===== src/rtl/hpc_pkg.sv =====
package hpc_pkg;
    // Register word indices, byte address is index times four
    localparam logic [4:0] IDX_A = 5'h00;
    localparam logic [4:0] IDX_B = 5'h01;
    localparam logic [4:0] IDX_C = 5'h02;
    localparam logic [4:0] IDX_CTRL = 5'h03;
    localparam logic [4:0] IDX_IEA = 5'h04;
    localparam logic [4:0] IDX_IEB = 5'h05;
    localparam logic [4:0] IDX_STAT = 5'h06;
    // Index bits taken from the byte address
    localparam int IDX_LSB = 2;
    localparam int IDX_MSB = 6;
    // Control field positions
    localparam int CTRL_DIR_CL = 0;
    localparam int CTRL_MODE_B = 1;
    localparam int CTRL_DIR_B = 2;
    localparam int CTRL_DIR_CU = 3;
    localparam int CTRL_DIR_A = 4;
    localparam int CTRL_MODE_A = 5;
    // Reset values: every port in simple mode, all directions input
    localparam logic [7:0] CTRL_RST = 8'h1D;
    localparam logic [7:0] DATA_RST = 8'h00;
    localparam logic [7:0] OE_OFF = 8'hFF;
    // Third port line positions
    localparam int PC_IRQ_B = 0;
    localparam int PC_HS_B1 = 1;
    localparam int PC_HS_B2 = 2;
    localparam int PC_IRQ_A = 3;
    localparam int PC_STB_A = 4;
    localparam int PC_IBF_A = 5;
    localparam int PC_ACK_A = 6;
    localparam int PC_OBF_A = 7;

    typedef enum logic [1:0] {
        MODE_SIMPLE = 2'b00,
        MODE_STROBED = 2'b01,
        MODE_BIDIR = 2'b10
    } hpc_mode_type;

    typedef enum logic {
        PH_IDLE = 1'b0,
        PH_DATA = 1'b1
    } hpc_phase_type;

    // Level seen on a line: own drive when enabled, else the pin
    function automatic logic [7:0] line_val(input logic [7:0] oe_n, input logic [7:0] o, input logic [7:0] i);
        return (~oe_n & o) | (oe_n & i);
    endfunction
endpackage


===== src/rtl/hpc_ahb_front.sv =====
`timescale 1ns/1ns
module hpc_ahb_front import hpc_pkg::*; (
    input wire logic clk_i,
    input wire logic rst_i,
    input wire logic hsel_i,
    input wire logic [1:0] htrans_i,
    input wire logic hwrite_i,
    input wire logic hready_i,
    input wire logic [31:0] haddr_i,
    output logic hreadyout_o,
    output logic wr_o,
    output logic rd_o,
    output logic [4:0] idx_o
);
    hpc_phase_type ph;
    logic write_q;
    logic take;

    assign take = hsel_i && htrans_i[1] && hready_i;

    // One wait state per transfer, so a read always sees prior writes
    always_ff @(posedge clk_i) begin
        if (rst_i) begin
            ph <= PH_IDLE;
            hreadyout_o <= 1'b1;
            write_q <= 1'b0;
            idx_o <= 5'h00;
        end else begin
            case (ph)
                PH_IDLE: begin
                    if (take) begin
                        ph <= PH_DATA;
                        hreadyout_o <= 1'b0;
                        write_q <= hwrite_i;
                        idx_o <= haddr_i[IDX_MSB:IDX_LSB];
                    end
                end
                PH_DATA: begin
                    ph <= PH_IDLE;
                    hreadyout_o <= 1'b1;
                end
                default: begin
                    ph <= PH_IDLE;
                    hreadyout_o <= 1'b1;
                end
            endcase
        end
    end

    assign wr_o = (ph == PH_DATA) && write_q;
    assign rd_o = (ph == PH_DATA) && !write_q;
endmodule


===== src/rtl/hpc_hs_chan.sv =====
`timescale 1ns/1ns
module hpc_hs_chan import hpc_pkg::*; (
    input wire logic clk_i,
    input wire logic rst_i,
    input wire logic act_i,
    input wire logic is_in_i,
    input wire logic bidir_i,
    input wire logic stb_n_i,
    input wire logic ack_n_i,
    input wire logic [7:0] port_i,
    input wire logic host_rd_i,
    input wire logic host_wr_i,
    output logic [7:0] latch_o,
    output logic ibf_o,
    output logic obf_o,
    output logic irq_o,
    output logic drv_o
);
    logic stb_q;
    logic in_ok;
    logic out_ok;
    logic stb_fall;

    assign in_ok = act_i && (is_in_i || bidir_i);
    assign out_ok = act_i && (!is_in_i || bidir_i);
    assign stb_fall = in_ok && stb_q && !stb_n_i;

    always_ff @(posedge clk_i) begin
        if (rst_i) begin
            stb_q <= 1'b1;
        end else begin
            stb_q <= stb_n_i;
        end
    end

    always_ff @(posedge clk_i) begin
        if (rst_i) begin
            latch_o <= 8'h00;
        end else if (stb_fall) begin
            latch_o <= port_i;
        end
    end

    // Capture wins over a host read in the same cycle
    always_ff @(posedge clk_i) begin
        if (rst_i || !in_ok) begin
            ibf_o <= 1'b0;
        end else if (stb_fall) begin
            ibf_o <= 1'b1;
        end else if (host_rd_i) begin
            ibf_o <= 1'b0;
        end
    end

    // Host write wins over an acknowledge in the same cycle
    always_ff @(posedge clk_i) begin
        if (rst_i || !out_ok) begin
            obf_o <= 1'b0;
        end else if (host_wr_i) begin
            obf_o <= 1'b1;
        end else if (!ack_n_i) begin
            obf_o <= 1'b0;
        end
    end

    assign irq_o = (in_ok && ibf_o && stb_n_i) || (out_ok && !obf_o && ack_n_i);
    // Bidirectional port drives only while acknowledge is low
    assign drv_o = act_i && (bidir_i ? !ack_n_i : !is_in_i);
endmodule


===== src/rtl/hpc_io_card.sv =====
// Functional notes
// - Twenty-four lines in three independent eight-bit ports.
// - Modes: simple, strobed handshake, bidirectional bus.
// - Simple mode: each port and each third-port nibble has its own direction.
// - Second port takes modes 0 or 1; first port 0, 1 or 2.
// - First and second port modes are chosen independently.
// - Group A enabled: high third-port bit 3 requests an interrupt.
// - Group B enabled: high third-port bit 0 requests an interrupt.
// - Two software enable registers gate which sources may interrupt.
// - Card enable plus low address lines select registers and strobes.
// - Data turns toward host on reads, toward card on writes.
// - Host transfers are eight bits; no sixteen-bit accesses.
// - Every enabled interrupt drives the one active-low request output.
// - Without handshake the third port is two four-bit ports.
// - Second-port handshake takes third-port bits 0 to 2.
// - First-port handshake takes some of third-port bits 3 to 7.
// - Strobed input: 5 full A, 4 strobe A, 3 irq A, 2 strobe B, 1 full B, 0 irq B.
// - Strobed output: 7 full A, 6 ack A, 3 irq A, 2 ack B, 1 full B, 0 irq B.
// - Bidirectional: bits 7..3 carry first-port handshake, 2..0 stay general unless the second port is strobed.
// - Third-port bits not used for handshake stay general purpose.
// - Bit 7 is the most significant bit of each port.
// - After reset all ports are simple-mode inputs, lines pulled high.
// - A low strobe captures port data into the input latch.
// - Strobe and input-full pace input; output-full and acknowledge pace output.
`timescale 1ns/1ns
module hpc_io_card import hpc_pkg::*; (
    input wire logic clk_i,
    input wire logic rst_i,
    input wire logic hsel_i,
    input wire logic [1:0] htrans_i,
    input wire logic hwrite_i,
    input wire logic hready_i,
    input wire logic [31:0] haddr_i,
    input wire logic [31:0] hwdata_i,
    output logic [31:0] hrdata_o,
    output logic hreadyout_o,
    output logic hresp_o,
    input wire logic [7:0] first_port_lines_i,
    output logic [7:0] first_port_lines_o,
    output logic [7:0] first_port_lines_oe_n_o,
    input wire logic [7:0] second_port_lines_i,
    output logic [7:0] second_port_lines_o,
    output logic [7:0] second_port_lines_oe_n_o,
    input wire logic [7:0] third_port_lines_i,
    output logic [7:0] third_port_lines_o,
    output logic [7:0] third_port_lines_oe_n_o,
    output logic ireq_n_o
);
    ////////////////////////////////////////////////////////////////////////
    logic wr;
    logic rd;
    logic [4:0] idx;
    hpc_mode_type mode_a;
    logic mode_b;
    logic dir_a;
    logic dir_b;
    logic dir_cu;
    logic dir_cl;
    logic ien_a;
    logic ien_b;
    logic [7:0] a_reg;
    logic [7:0] b_reg;
    logic [7:0] c_reg;
    logic [7:0] a_latch;
    logic [7:0] b_latch;
    logic a_ibf;
    logic a_obf;
    logic a_irq;
    logic a_drv;
    logic b_ibf;
    logic b_obf;
    logic b_irq;
    logic b_drv;
    logic act_a;
    logic bidir_a;
    logic a_cap;
    logic [7:0] hs_own;
    logic [7:0] hs_drv;
    logic [7:0] hs_val;
    logic [7:0] gp_out;
    logic [7:0] next_c_oe_n;
    logic [7:0] next_c_out;
    logic [7:0] next_a_oe_n;
    logic [7:0] next_b_oe_n;
    logic [7:0] c_line;
    logic [7:0] rd_val;
    logic req;

    ////////////////////////////////////////////////////////////////////////
    // Bus front end and handshake channels
    hpc_ahb_front u_front (
        .clk_i(clk_i),
        .rst_i(rst_i),
        .hsel_i(hsel_i),
        .htrans_i(htrans_i),
        .hwrite_i(hwrite_i),
        .hready_i(hready_i),
        .haddr_i(haddr_i),
        .hreadyout_o(hreadyout_o),
        .wr_o(wr),
        .rd_o(rd),
        .idx_o(idx)
    );

    assign act_a = (mode_a != MODE_SIMPLE);
    assign bidir_a = (mode_a == MODE_BIDIR);
    assign a_cap = bidir_a || dir_a;

    hpc_hs_chan u_chan_a (
        .clk_i(clk_i),
        .rst_i(rst_i),
        .act_i(act_a),
        .is_in_i(dir_a),
        .bidir_i(bidir_a),
        .stb_n_i(third_port_lines_i[PC_STB_A]),
        .ack_n_i(third_port_lines_i[PC_ACK_A]),
        .port_i(first_port_lines_i),
        .host_rd_i(rd && (idx == IDX_A)),
        .host_wr_i(wr && (idx == IDX_A)),
        .latch_o(a_latch),
        .ibf_o(a_ibf),
        .obf_o(a_obf),
        .irq_o(a_irq),
        .drv_o(a_drv)
    );

    // Second port shares one line for strobe and acknowledge
    hpc_hs_chan u_chan_b (
        .clk_i(clk_i),
        .rst_i(rst_i),
        .act_i(mode_b),
        .is_in_i(dir_b),
        .bidir_i(1'b0),
        .stb_n_i(third_port_lines_i[PC_HS_B2]),
        .ack_n_i(third_port_lines_i[PC_HS_B2]),
        .port_i(second_port_lines_i),
        .host_rd_i(rd && (idx == IDX_B)),
        .host_wr_i(wr && (idx == IDX_B)),
        .latch_o(b_latch),
        .ibf_o(b_ibf),
        .obf_o(b_obf),
        .irq_o(b_irq),
        .drv_o(b_drv)
    );

    ////////////////////////////////////////////////////////////////////////
    // Mode and direction control
    always_ff @(posedge clk_i) begin
        if (rst_i) begin
            mode_a <= hpc_mode_type'(CTRL_RST[CTRL_MODE_A+:2]);
            mode_b <= CTRL_RST[CTRL_MODE_B];
            dir_a <= CTRL_RST[CTRL_DIR_A];
            dir_b <= CTRL_RST[CTRL_DIR_B];
            dir_cu <= CTRL_RST[CTRL_DIR_CU];
            dir_cl <= CTRL_RST[CTRL_DIR_CL];
        end else if (wr && (idx == IDX_CTRL)) begin
            // Unused mode code is refused; modes are set independently
            if (hwdata_i[CTRL_MODE_A+:2] != 2'b11) begin
                mode_a <= hpc_mode_type'(hwdata_i[CTRL_MODE_A+:2]);
            end
            mode_b <= hwdata_i[CTRL_MODE_B];
            dir_a <= hwdata_i[CTRL_DIR_A];
            dir_b <= hwdata_i[CTRL_DIR_B];
            dir_cu <= hwdata_i[CTRL_DIR_CU];
            dir_cl <= hwdata_i[CTRL_DIR_CL];
        end
    end

    // Interrupt enables
    always_ff @(posedge clk_i) begin
        if (rst_i) begin
            ien_a <= 1'b0;
            ien_b <= 1'b0;
        end else if (wr) begin
            if (idx == IDX_IEA) begin
                ien_a <= hwdata_i[0];
            end
            if (idx == IDX_IEB) begin
                ien_b <= hwdata_i[0];
            end
        end
    end

    // Output data latches, only the low byte is used
    always_ff @(posedge clk_i) begin
        if (rst_i) begin
            a_reg <= DATA_RST;
            b_reg <= DATA_RST;
            c_reg <= DATA_RST;
        end else if (wr) begin
            case (idx)
                IDX_A: begin
                    a_reg <= hwdata_i[7:0];
                end
                IDX_B: begin
                    b_reg <= hwdata_i[7:0];
                end
                IDX_C: begin
                    c_reg <= hwdata_i[7:0];
                end
                default: begin
                end
            endcase
        end
    end

    ////////////////////////////////////////////////////////////////////////
    // Third port line ownership
    always_comb begin
        hs_own = 8'h00;
        hs_drv = 8'h00;
        hs_val = 8'h00;
        if (mode_b) begin
            hs_own[PC_HS_B2:PC_IRQ_B] = 3'b111;
            hs_drv[PC_HS_B1:PC_IRQ_B] = 2'b11;
            hs_val[PC_IRQ_B] = b_irq;
            hs_val[PC_HS_B1] = dir_b ? b_ibf : !b_obf;
        end
        if (act_a) begin
            hs_own[PC_IRQ_A] = 1'b1;
            hs_drv[PC_IRQ_A] = 1'b1;
            hs_val[PC_IRQ_A] = a_irq;
            if (a_cap) begin
                hs_own[PC_IBF_A:PC_STB_A] = 2'b11;
                hs_drv[PC_IBF_A] = 1'b1;
                hs_val[PC_IBF_A] = a_ibf;
            end
            if (bidir_a || !dir_a) begin
                hs_own[PC_OBF_A:PC_ACK_A] = 2'b11;
                hs_drv[PC_OBF_A] = 1'b1;
                hs_val[PC_OBF_A] = !a_obf;
            end
        end
    end

    // Free bits follow the nibble directions
    assign gp_out = {{4{!dir_cu}}, {4{!dir_cl}}};
    assign next_c_oe_n = ~(hs_drv | (~hs_own & gp_out));
    assign next_c_out = (hs_own & hs_val) | (~hs_own & c_reg);
    assign next_a_oe_n = act_a ? {8{!a_drv}} : {8{dir_a}};
    assign next_b_oe_n = mode_b ? {8{!b_drv}} : {8{dir_b}};

    // Pin drivers, all released to input during reset
    always_ff @(posedge clk_i) begin
        if (rst_i) begin
            first_port_lines_oe_n_o <= OE_OFF;
            second_port_lines_oe_n_o <= OE_OFF;
            third_port_lines_oe_n_o <= OE_OFF;
            first_port_lines_o <= DATA_RST;
            second_port_lines_o <= DATA_RST;
            third_port_lines_o <= DATA_RST;
        end else begin
            first_port_lines_oe_n_o <= next_a_oe_n;
            second_port_lines_oe_n_o <= next_b_oe_n;
            third_port_lines_oe_n_o <= next_c_oe_n;
            first_port_lines_o <= a_reg;
            second_port_lines_o <= b_reg;
            third_port_lines_o <= next_c_out;
        end
    end

    ////////////////////////////////////////////////////////////////////////
    // Host read path and interrupt request
    assign c_line = line_val(third_port_lines_oe_n_o, third_port_lines_o, third_port_lines_i);
    assign req = (ien_a && c_line[PC_IRQ_A]) || (ien_b && c_line[PC_IRQ_B]);

    always_comb begin
        rd_val = 8'h00;
        case (idx)
            IDX_A: begin
                if (act_a) begin
                    rd_val = a_cap ? a_latch : a_reg;
                end else begin
                    rd_val = dir_a ? first_port_lines_i : a_reg;
                end
            end
            IDX_B: begin
                if (mode_b) begin
                    rd_val = dir_b ? b_latch : b_reg;
                end else begin
                    rd_val = dir_b ? second_port_lines_i : b_reg;
                end
            end
            IDX_C: begin
                rd_val = c_line;
            end
            IDX_CTRL: begin
                rd_val = {1'b0, mode_a, dir_a, dir_cu, dir_b, mode_b, dir_cl};
            end
            IDX_IEA: begin
                rd_val = {7'h00, ien_a};
            end
            IDX_IEB: begin
                rd_val = {7'h00, ien_b};
            end
            IDX_STAT: begin
                rd_val = {1'b0, !ireq_n_o, b_irq, b_obf, b_ibf, a_irq, a_obf, a_ibf};
            end
            default: begin
                rd_val = 8'h00;
            end
        endcase
    end

    always_ff @(posedge clk_i) begin
        if (rst_i) begin
            hrdata_o <= 32'h00000000;
        end else if (rd) begin
            hrdata_o <= {24'h000000, rd_val};
        end
    end

    always_ff @(posedge clk_i) begin
        if (rst_i) begin
            hresp_o <= 1'b0;
        end else begin
            hresp_o <= 1'b0;
        end
    end

    always_ff @(posedge clk_i) begin
        if (rst_i) begin
            ireq_n_o <= 1'b1;
        end else begin
            ireq_n_o <= !req;
        end
    end
endmodule


===== config.mk =====
export PLATFORM = sky130hd
export DESIGN_NAME = hpc_io_card
export DESIGN_NICKNAME = d
export VERILOG_FILES = /design/src/rtl/hpc_pkg.sv /design/src/rtl/hpc_ahb_front.sv /design/src/rtl/hpc_hs_chan.sv /design/src/rtl/hpc_io_card.sv
export SDC_FILE = /design/constraint.sdc
export NUM_CORES = 1
export LEC_CHECK = 0
export ABC_AREA = 1
export BUFFER_PORTS_ARGS = -buffer_cell sky130_fd_sc_hd__buf_4
export CAP_MARGIN = 20
export CORE_MARGIN = 3
export CORE_UTILIZATION = 40
export CTS_CLUSTER_DIAMETER = 80
export CTS_CLUSTER_SIZE = 10
export DETAILED_ROUTE_END_ITERATION = 10
export GPL_ROUTABILITY_DRIVEN = 0
export PLACE_DENSITY = 0.73
export RECOVER_POWER = 50
export SETUP_SLACK_MARGIN = 0.3
export SLEW_MARGIN = 0
export SYNTH_ARGS = -nofsm -noshare
export SYNTH_HDL_FRONTEND = slang
export SYNTH_HIERARCHICAL = 1
export SYNTH_SLANG_ARGS = --single-unit

===== constraint.sdc =====
create_clock -name clk_i -period 2.3 [get_ports clk_i]
set_clock_uncertainty 0.15 [all_clocks]
set_input_delay 0.345 -clock clk_i [delete_from_list [all_inputs] [get_ports clk_i]]
set_output_delay 0.345 -clock clk_i [all_outputs]
set_load 0.03 [all_outputs]

==> metrics.yaml, run 1 <==
placement:
  dp.cells: 976
  place_ws_ns: 0.252
  dpl.hpwl_um: 10200
  port_buffers: 100
  placed_cell_area_mm2: 0.00583
drt:
  drt-total-wl_um: 13800
  drt-met1-wl_um: 6250
  drtIter0Drc: 449
  drc: 0
  dr.pass1.iters: 5
  met2RoutedLength_um: 6160
  vias: 4824
  routed-wl-met3_um: 1040
  ant_nets: 0
  wl_per_cell_um: 13.9
  routed.top_layer: "met4"
  viasPerCell: 4.86
floorplan:
  pin_count: 178
  start_util_pct: 41.7
  fp.dieH_um: 119
  num_rows: 40
  die_w_um: 119
  core-area_mm2: 0.0123
  die-area_mm2: 0.0142
final_layout:
  syn2layout_area_growth_pct: 16.8
  final_cells: 993
  finalInstanceArea_mm2: 0.00597
  nNetsFinal: 915
  fillers: 1300
  antennaDiodeCount: 0
  postLayoutCoreUtil_pct: 48.7
  drive_above_1_share_pct: 15.9
timing:
  fin_crit_ns: 1.95
  max_slew_margin_pct: 4.49
  finalSetupViolCount: 0
  tns_ns: 0
  fmax_mhz: 513
  tightest_slew_ns: 1.43
  drv_slew: 0
  hold_slack_ns: 0.0822
  fin_crit_sh_pct: 84.7
  rsz0062_at_grt: "false"
  hold_viol: 0
  worst_slack_ns: 0.351
synth:
  async_flop_share_pct: 0
  ys_seq_elements: 105
  yosysTopAreaCellShare_pct: 41.1
  yosys_warnings: 6
  ys_types: 31
  syn_area_mm2: 0.00511
  post-synth-top-count-cell: "nor2_1"
  synth_top_cell_by_area: "dfxtp_1"
  synth_area_per_cell_um2: 6.99
  synth.area.top_cells: "dfxtp_1, nor2_1, nand2_1"
  synth-edff-count: 0
  ys_dominant_reg_cell: "dfxtp_1"
  yosysSeqAreaShare_pct: 41.1
  postSynthCellCount: 731
  synthTopCellsByCount: "nor2_1, nand2_1, dfxtp_1"
power_and_ir_drop:
  power_mw: 3.72
  powerDensity_mw_per_mm2: 624
  p_leak_nw: 2.72
  irDropWorstVdd_mv: 0.341
global_routing:
  grt_pass1_vias: 4320
  grt_pass1_wl_um: 22000
  grt_overflow: 0
  grt_use_total_pct: 19.4
  antenna_found_initial: 0
  grt_max_degree: 42
clock_tree:
  cts_buffer_depth: 2
  root_buffer: "clkbuf_16"
  cts.sinks: 105
  cts_tree: "built"
  clkTransAtPathRegs_ns: 0.08
  cts-buffers-inserted: 9
  clk_latency_ns: 0.36
  cts_max_level: 3
run:
  cap_violations: 0
min_path:
  hold_path_class: "primary input to register"
worst_setup_path:
  startpoint_type: "primary input"
  cp_slowest_cell: "clkbuf_1"
  critPathMaxFanout: 26
  max_stage_delay_ns: 1.01
  arrival_ns: 2.06
  cp.required_ns: 2.41
  crit_path_end_kind: "register"
  critical_path_class: "primary input to register"
  path_cells: "clkbuf_1 -> inv_1 -> nand2_1 -> nor2_1"
run_status:
  status: "completed"
-- report_power, final --
part,internal (mW),switching [mW],total [mW],leakage (nW)
clock,0.758,0.763,1.52,0.136
combinational,0.111,0.250,0.360,1.73
sequential,1.83,0.0123,1.84,0.848
-- metal layers --
metal / up-vias / GRT usage (%)
li1: 2447 / -
met1: 2164 / 26.9
met2: 187 / 29.7
met3: 26 / 5.18
met4: 0 / 5.43
met5: - / 0
-- final cells by class --
| type | count | area, µm² | area share (%) |
|---|---|---|---|
| clock inverter | 7 | 63.8 | 1.07 |
| inverter | 93 | 349 | 5.85 |
| timing repair buffer | 116 | 713 | 12.0 |
| multi-input combinational | 495 | 2300 | 38.6 |
| tap | 168 | 210 | 3.52 |
| sequential | 105 | 2100 | 35.2 |
| clock buffer | 9 | 225 | 3.77 |
-- repair_timing --
item,4_1_cts,5_1_grt
buffers inserted,1,0
hold buffers,0,0
endpoints found under the setup margin,1,2
gates resized for setup,0,2
pin swaps,1,0
-- cell usage in the layout (no fill, tap or decap), types with 28 or more instances in the layout --
cell type    n
clkbuf_1    42
a21oi_1     73
dfxtp_1    105
nand2_1    107
inv_1       81
nand3_1     48
o21ai_0     45
conb_1      28
nor2_1     116
buf_4       74
-- path summary, 6_finish.rpt --
path | end | cells after the start | slack, ns | startpoint
max | u_chan_b/latch_o[5] | 4 | 0.35 | rst_i
min | u_chan_a/stb_q | 2 | 0.08 | third_port_lines_i[4]
max reg2reg | hrdata_o[2] | 11 | 0.42 | mode_a[0]
min reg2reg | second_port_lines_o[1] | 2 | 0.30 | b_reg[1]
-- worst max-delay path: cells and delay by family --
kind | cells | cell delay, ns
buf+inv | 2 | 1.46
simple gates | 2 | 0.23
-- logic make-up (layout without fill, tap and decap cells) --
kind of cell | count (synthesis) | after routing | synth area share (%)
flip-flops | 105 | 105 | 41.1
buffers and inverters | 158 | 225 | 15.8
AND/OR/NAND/NOR | 320 | 320 | 28.1
AO/OA/AOI/OAI | 146 | 146 | 14.7
multiplexers | 1 | 1 | 0.196
other | 1 | 28 | 0.0734
Note: power is estimated with default switching activity, not from simulation.
==> inputs of run 2 (changes only) <==
--- a/config.mk
+++ b/config.mk
@@ -5,7 +5,7 @@
 export SDC_FILE = /design/constraint.sdc
 export NUM_CORES = 1
 export LEC_CHECK = 0
-export ABC_AREA = 1
+export ABC_AREA = 0
 export BUFFER_PORTS_ARGS = -buffer_cell sky130_fd_sc_hd__buf_4
 export CAP_MARGIN = 20
 export CORE_MARGIN = 3
==> constraint.sdc (replaced) <==
create_clock -name clk_i -period 1.93 [get_ports clk_i]
set_clock_uncertainty 0.15 [all_clocks]
set_input_delay 0.2895 -clock clk_i [delete_from_list [all_inputs] [get_ports clk_i]]
set_output_delay 0.2895 -clock clk_i [all_outputs]
set_load 0.03 [all_outputs]
==> run 2 against run 1 <==
  * The flow now finishes with violations (setup timing)
  * Global-route usage rose by 0.77 points
  * Sequential cell count did not move
  * Worst hold slack got worse by 0.064 ns
  * Final cell count fell by 11%
  * Critical path depth rose by 4
  * First-iteration DRC count rose by 1.3%
  * Final area rose by 18%
  * Sequential share of layout area fell by 5.3 points
  * Routed wire length rose by 14%
  * Register-to-register slack got worse by 0.42 ns
  * Core utilization rose by 6.9 points
  * Sequential power rose by 18%
==> metrics.yaml, run 2 <==
run_status:
  status: "finished with violations"
  violations: "setup timing"
synth:
  synth_fa_ha_area_share_pct: 0  # unchanged
  yosysSeqAreaShare_pct: 40.1  # -1.0 points
  synth_top_family_by_area: "simple AND/OR/NAND/NOR gates"
  ys_types: 59  # +90%
  post_synth_mux_area_share_pct: 10.1  # +9.9 points
  syn_area_mm2: 0.00524  # +2.6%
  yosys_warnings: 6  # unchanged
  ys_seq_elements: 105  # unchanged
  synth_compound_area_share_pct: 13.3  # -1.3 points
  postSynthCellCount: 581  # -21%
  ys_dominant_reg_cell: "dfxtp_1"
  synth_xor_area_share_pct: 0  # unchanged
  yosysTopAreaCellShare_pct: 40.1  # -1.0 points
  synthTopCellsByCount: "dfxtp_1, mux2i_1, nand2b_1"
  synth_area_per_cell_um2: 9.02  # +29%
  synth-edff-count: 0  # unchanged
  synthSimpleGateAreaFrac_pct: 24.8  # -3.3 points
  synth.area.top_cells: "dfxtp_1, mux2i_1, nand2b_1"
  async_flop_share_pct: 0  # unchanged
  post-synth-top-count-cell: "dfxtp_1"
  synth_top_cell_by_area: "dfxtp_1"
timing:
  rsz0062_at_grt: "true"
  tightest_slew_ns: 1.02  # -0.416 ns
  hold_viol: 0  # unchanged
  drv_slew: 0  # unchanged
  worst_slack_ns: -0.00204  # -0.353 ns
  tns_ns: -0.00204  # -0.00204 ns
  fmax_mhz: 518
  fin_crit_ns: 1.93
  hold_slack_ns: 0.0181  # -0.0640 ns
  fin_crit_sh_pct: 100
  max_slew_margin_pct: 32.2  # +28 points
  finalSetupViolCount: 1  # +1
final_layout:
  antennaDiodeCount: 0  # unchanged
  nNetsFinal: 799  # -13%
  layout_common_cells: "buf_4, dfxtp_1, mux2i_1"
  syn2layout_area_growth_pct: 34.8
  finalInstanceArea_mm2: 0.00707  # +18%
  final_common_cell: "buf_4"
  drive_above_1_share_pct: 36.5  # +21 points
clock_tree:
  cts_tree: "built"
  cts_max_level: 3  # unchanged
  cts.sinks: 105  # unchanged
  root_buffer: "clkbuf_16"
  cts_buffer_depth: 2  # unchanged
  clk_latency_ns: 0.35  # about the same
  cts_hold_buf: 0  # unchanged
  clkTransAtPathRegs_ns: 0.08  # about the same
  cts-buffers-inserted: 9  # unchanged
worst_setup_path:
  critPathMaxFanout: 5  # -81%
  critical_path_class: "register to register"
  arrival_ns: 2.06  # about the same
  cp.required_ns: 2.05  # -0.36 ns
  crit_path_end_kind: "register"
  startpoint_type: "register"
min_path:
  hold_path_class: "primary input to register"
floorplan:
  pin_count: 178  # unchanged
  num_rows: 41  # +2.5%
  die-area_mm2: 0.0145  # +2.4%
  start_util_pct: 41.2  # -0.48 points
  die_w_um: 120  # +1.2%
  fp.dieH_um: 120  # +1.2%
  core-area_mm2: 0.0127  # +3.8%
placement:
  dpl.hpwl_um: 10600  # +3.6%
  placed_cell_area_mm2: 0.00609  # +4.5%
  port_buffers: 100  # unchanged
drt:
  dr.pass1.iters: 5  # unchanged
  drc: 0  # unchanged
  drtIter0Drc: 455  # +1.3%
  wl_per_cell_um: 17.8  # +28%
  ant_nets: 0  # unchanged
  vias: 4684  # -2.9%
  viasPerCell: 5.32  # +9.4%
  drt-total-wl_um: 15600  # +14%
power_and_ir_drop:
  clkPwrFrac_pct: 43.1  # +2.2 points
  irDropWorstVdd_mv: 0.511  # +50%
  power_mw: 4.76  # +28%
  combPwrFrac_pct: 11.1  # +1.4 points
  p_leak_nw: 2.86  # +5.3%
  switching_share_pct: 25.2  # -2.3 points
  p_seq_share_pct: 45.9  # -3.6 points
  power_switching_mw: 1.20  # +17%
  p_int_mw: 3.56  # +32%
  powerDensity_mw_per_mm2: 673  # +7.9%
run:
  cap_violations: 0  # unchanged
global_routing:
  grt_pass1_vias: 4555  # +5.4%
  grt_use_total_pct: 20.2  # +0.77 points
  grt_overflow: 0  # unchanged
  antenna_found_initial: 0  # unchanged
  grt_pass1_wl_um: 23300  # +6.0%
  grt_max_degree: 57  # +36%
[run 2: worst paths after layout]
kind | to | depth (start not counted) | slack (ns) | startpoint
hold / removal | u_chan_a/stb_q | 2 | 0.02 | third_port_lines_i[4]
setup / recovery | hrdata_o[2] | 8 | -0.002 | mode_a[1]
hold reg to reg | b_reg[5] | 2 | 0.33 | b_reg[5]
setup reg to reg | hrdata_o[2] | 8 | -0.002 | mode_a[1]
[run 2: kinds of logic after synthesis]
group                  count (synthesis)
muxes                                 53
DFF                                  105
other                                  1
buffers and inverters                 92
and+or+nand+nor                      228
AOI/OAI and AO/OA                    102
[run 2: stage by stage]
stage,setup slack [ns],instances,util [%]
6_report,-0.00204,881,55.5
5_1_grt,-0.0938,881,55.5
4_1_cts,0.0506,871,53.7
3_5_place_dp,-0.125,840,47.8
3_3_place_gp,-0.0400,840,47.8
2_1_floorplan,0.107,609,-
[run 2: critical path: stages, from the launching register on]
cell      delay [ns]
dfxtp_4         0.39
nor2b_4         0.20
o21ai_2         0.09
o21ai_2         0.18
and2b_2         0.25
a211oi_2        0.18
a221oi_2        0.06
buf_4           0.16
a221oi_2        0.20
[run 2: metal layers]
layer | part of all wire, % | global-route usage, % | wire [µm] | up-vias
li1 | - | - | - | 2195
met2 | 47 | 32.8 | 7410 | 267
met3 | 8.9 | 4.86 | 1390 | 42
met5 | 0 | 0 | 0 | -
met4 | 2.8 | 7.58 | 442 | 0
met1 | 41 | 26.0 | 6400 | 2180
[run 2: area by class of cell]
| cell class | instances | area (µm²) |
|---|---|---|
| fillers | 1088 | 5660 |
| clock inverters | 7 | 106 |
| well taps | 172 | 215 |
| clock buffers | 9 | 225 |
| multi-input cells | 414 | 3070 |
| flip-flops and latches | 105 | 2110 |
| repair buffers | 161 | 1280 |
| inverters | 13 | 52.6 |
[run 2: power groups by stage]
| stage | registers, mW | logic [mW] | clock network (mW) |
|---|---|---|---|
| floorplan | 2.24 | 0.283 | 0 |
| global placement | 2.23 | 0.405 | 0 |
| detailed placement | 2.23 | 0.414 | 0 |
| CTS | 2.18 | 0.474 | 2.06 |
| global route | 2.18 | 0.557 | 2.14 |
| finish | 2.18 | 0.527 | 2.05 |
[run 2: what timing repair did]
action / 4_1_cts / 5_1_grt
buffers inserted: 11 / 9
hold endpoints to repair: 0 / 0
setup endpoints to repair: 50 / 58
cloned: 4 / 1
gates resized for setup: 66 / 53
pin swaps: 42 / 25
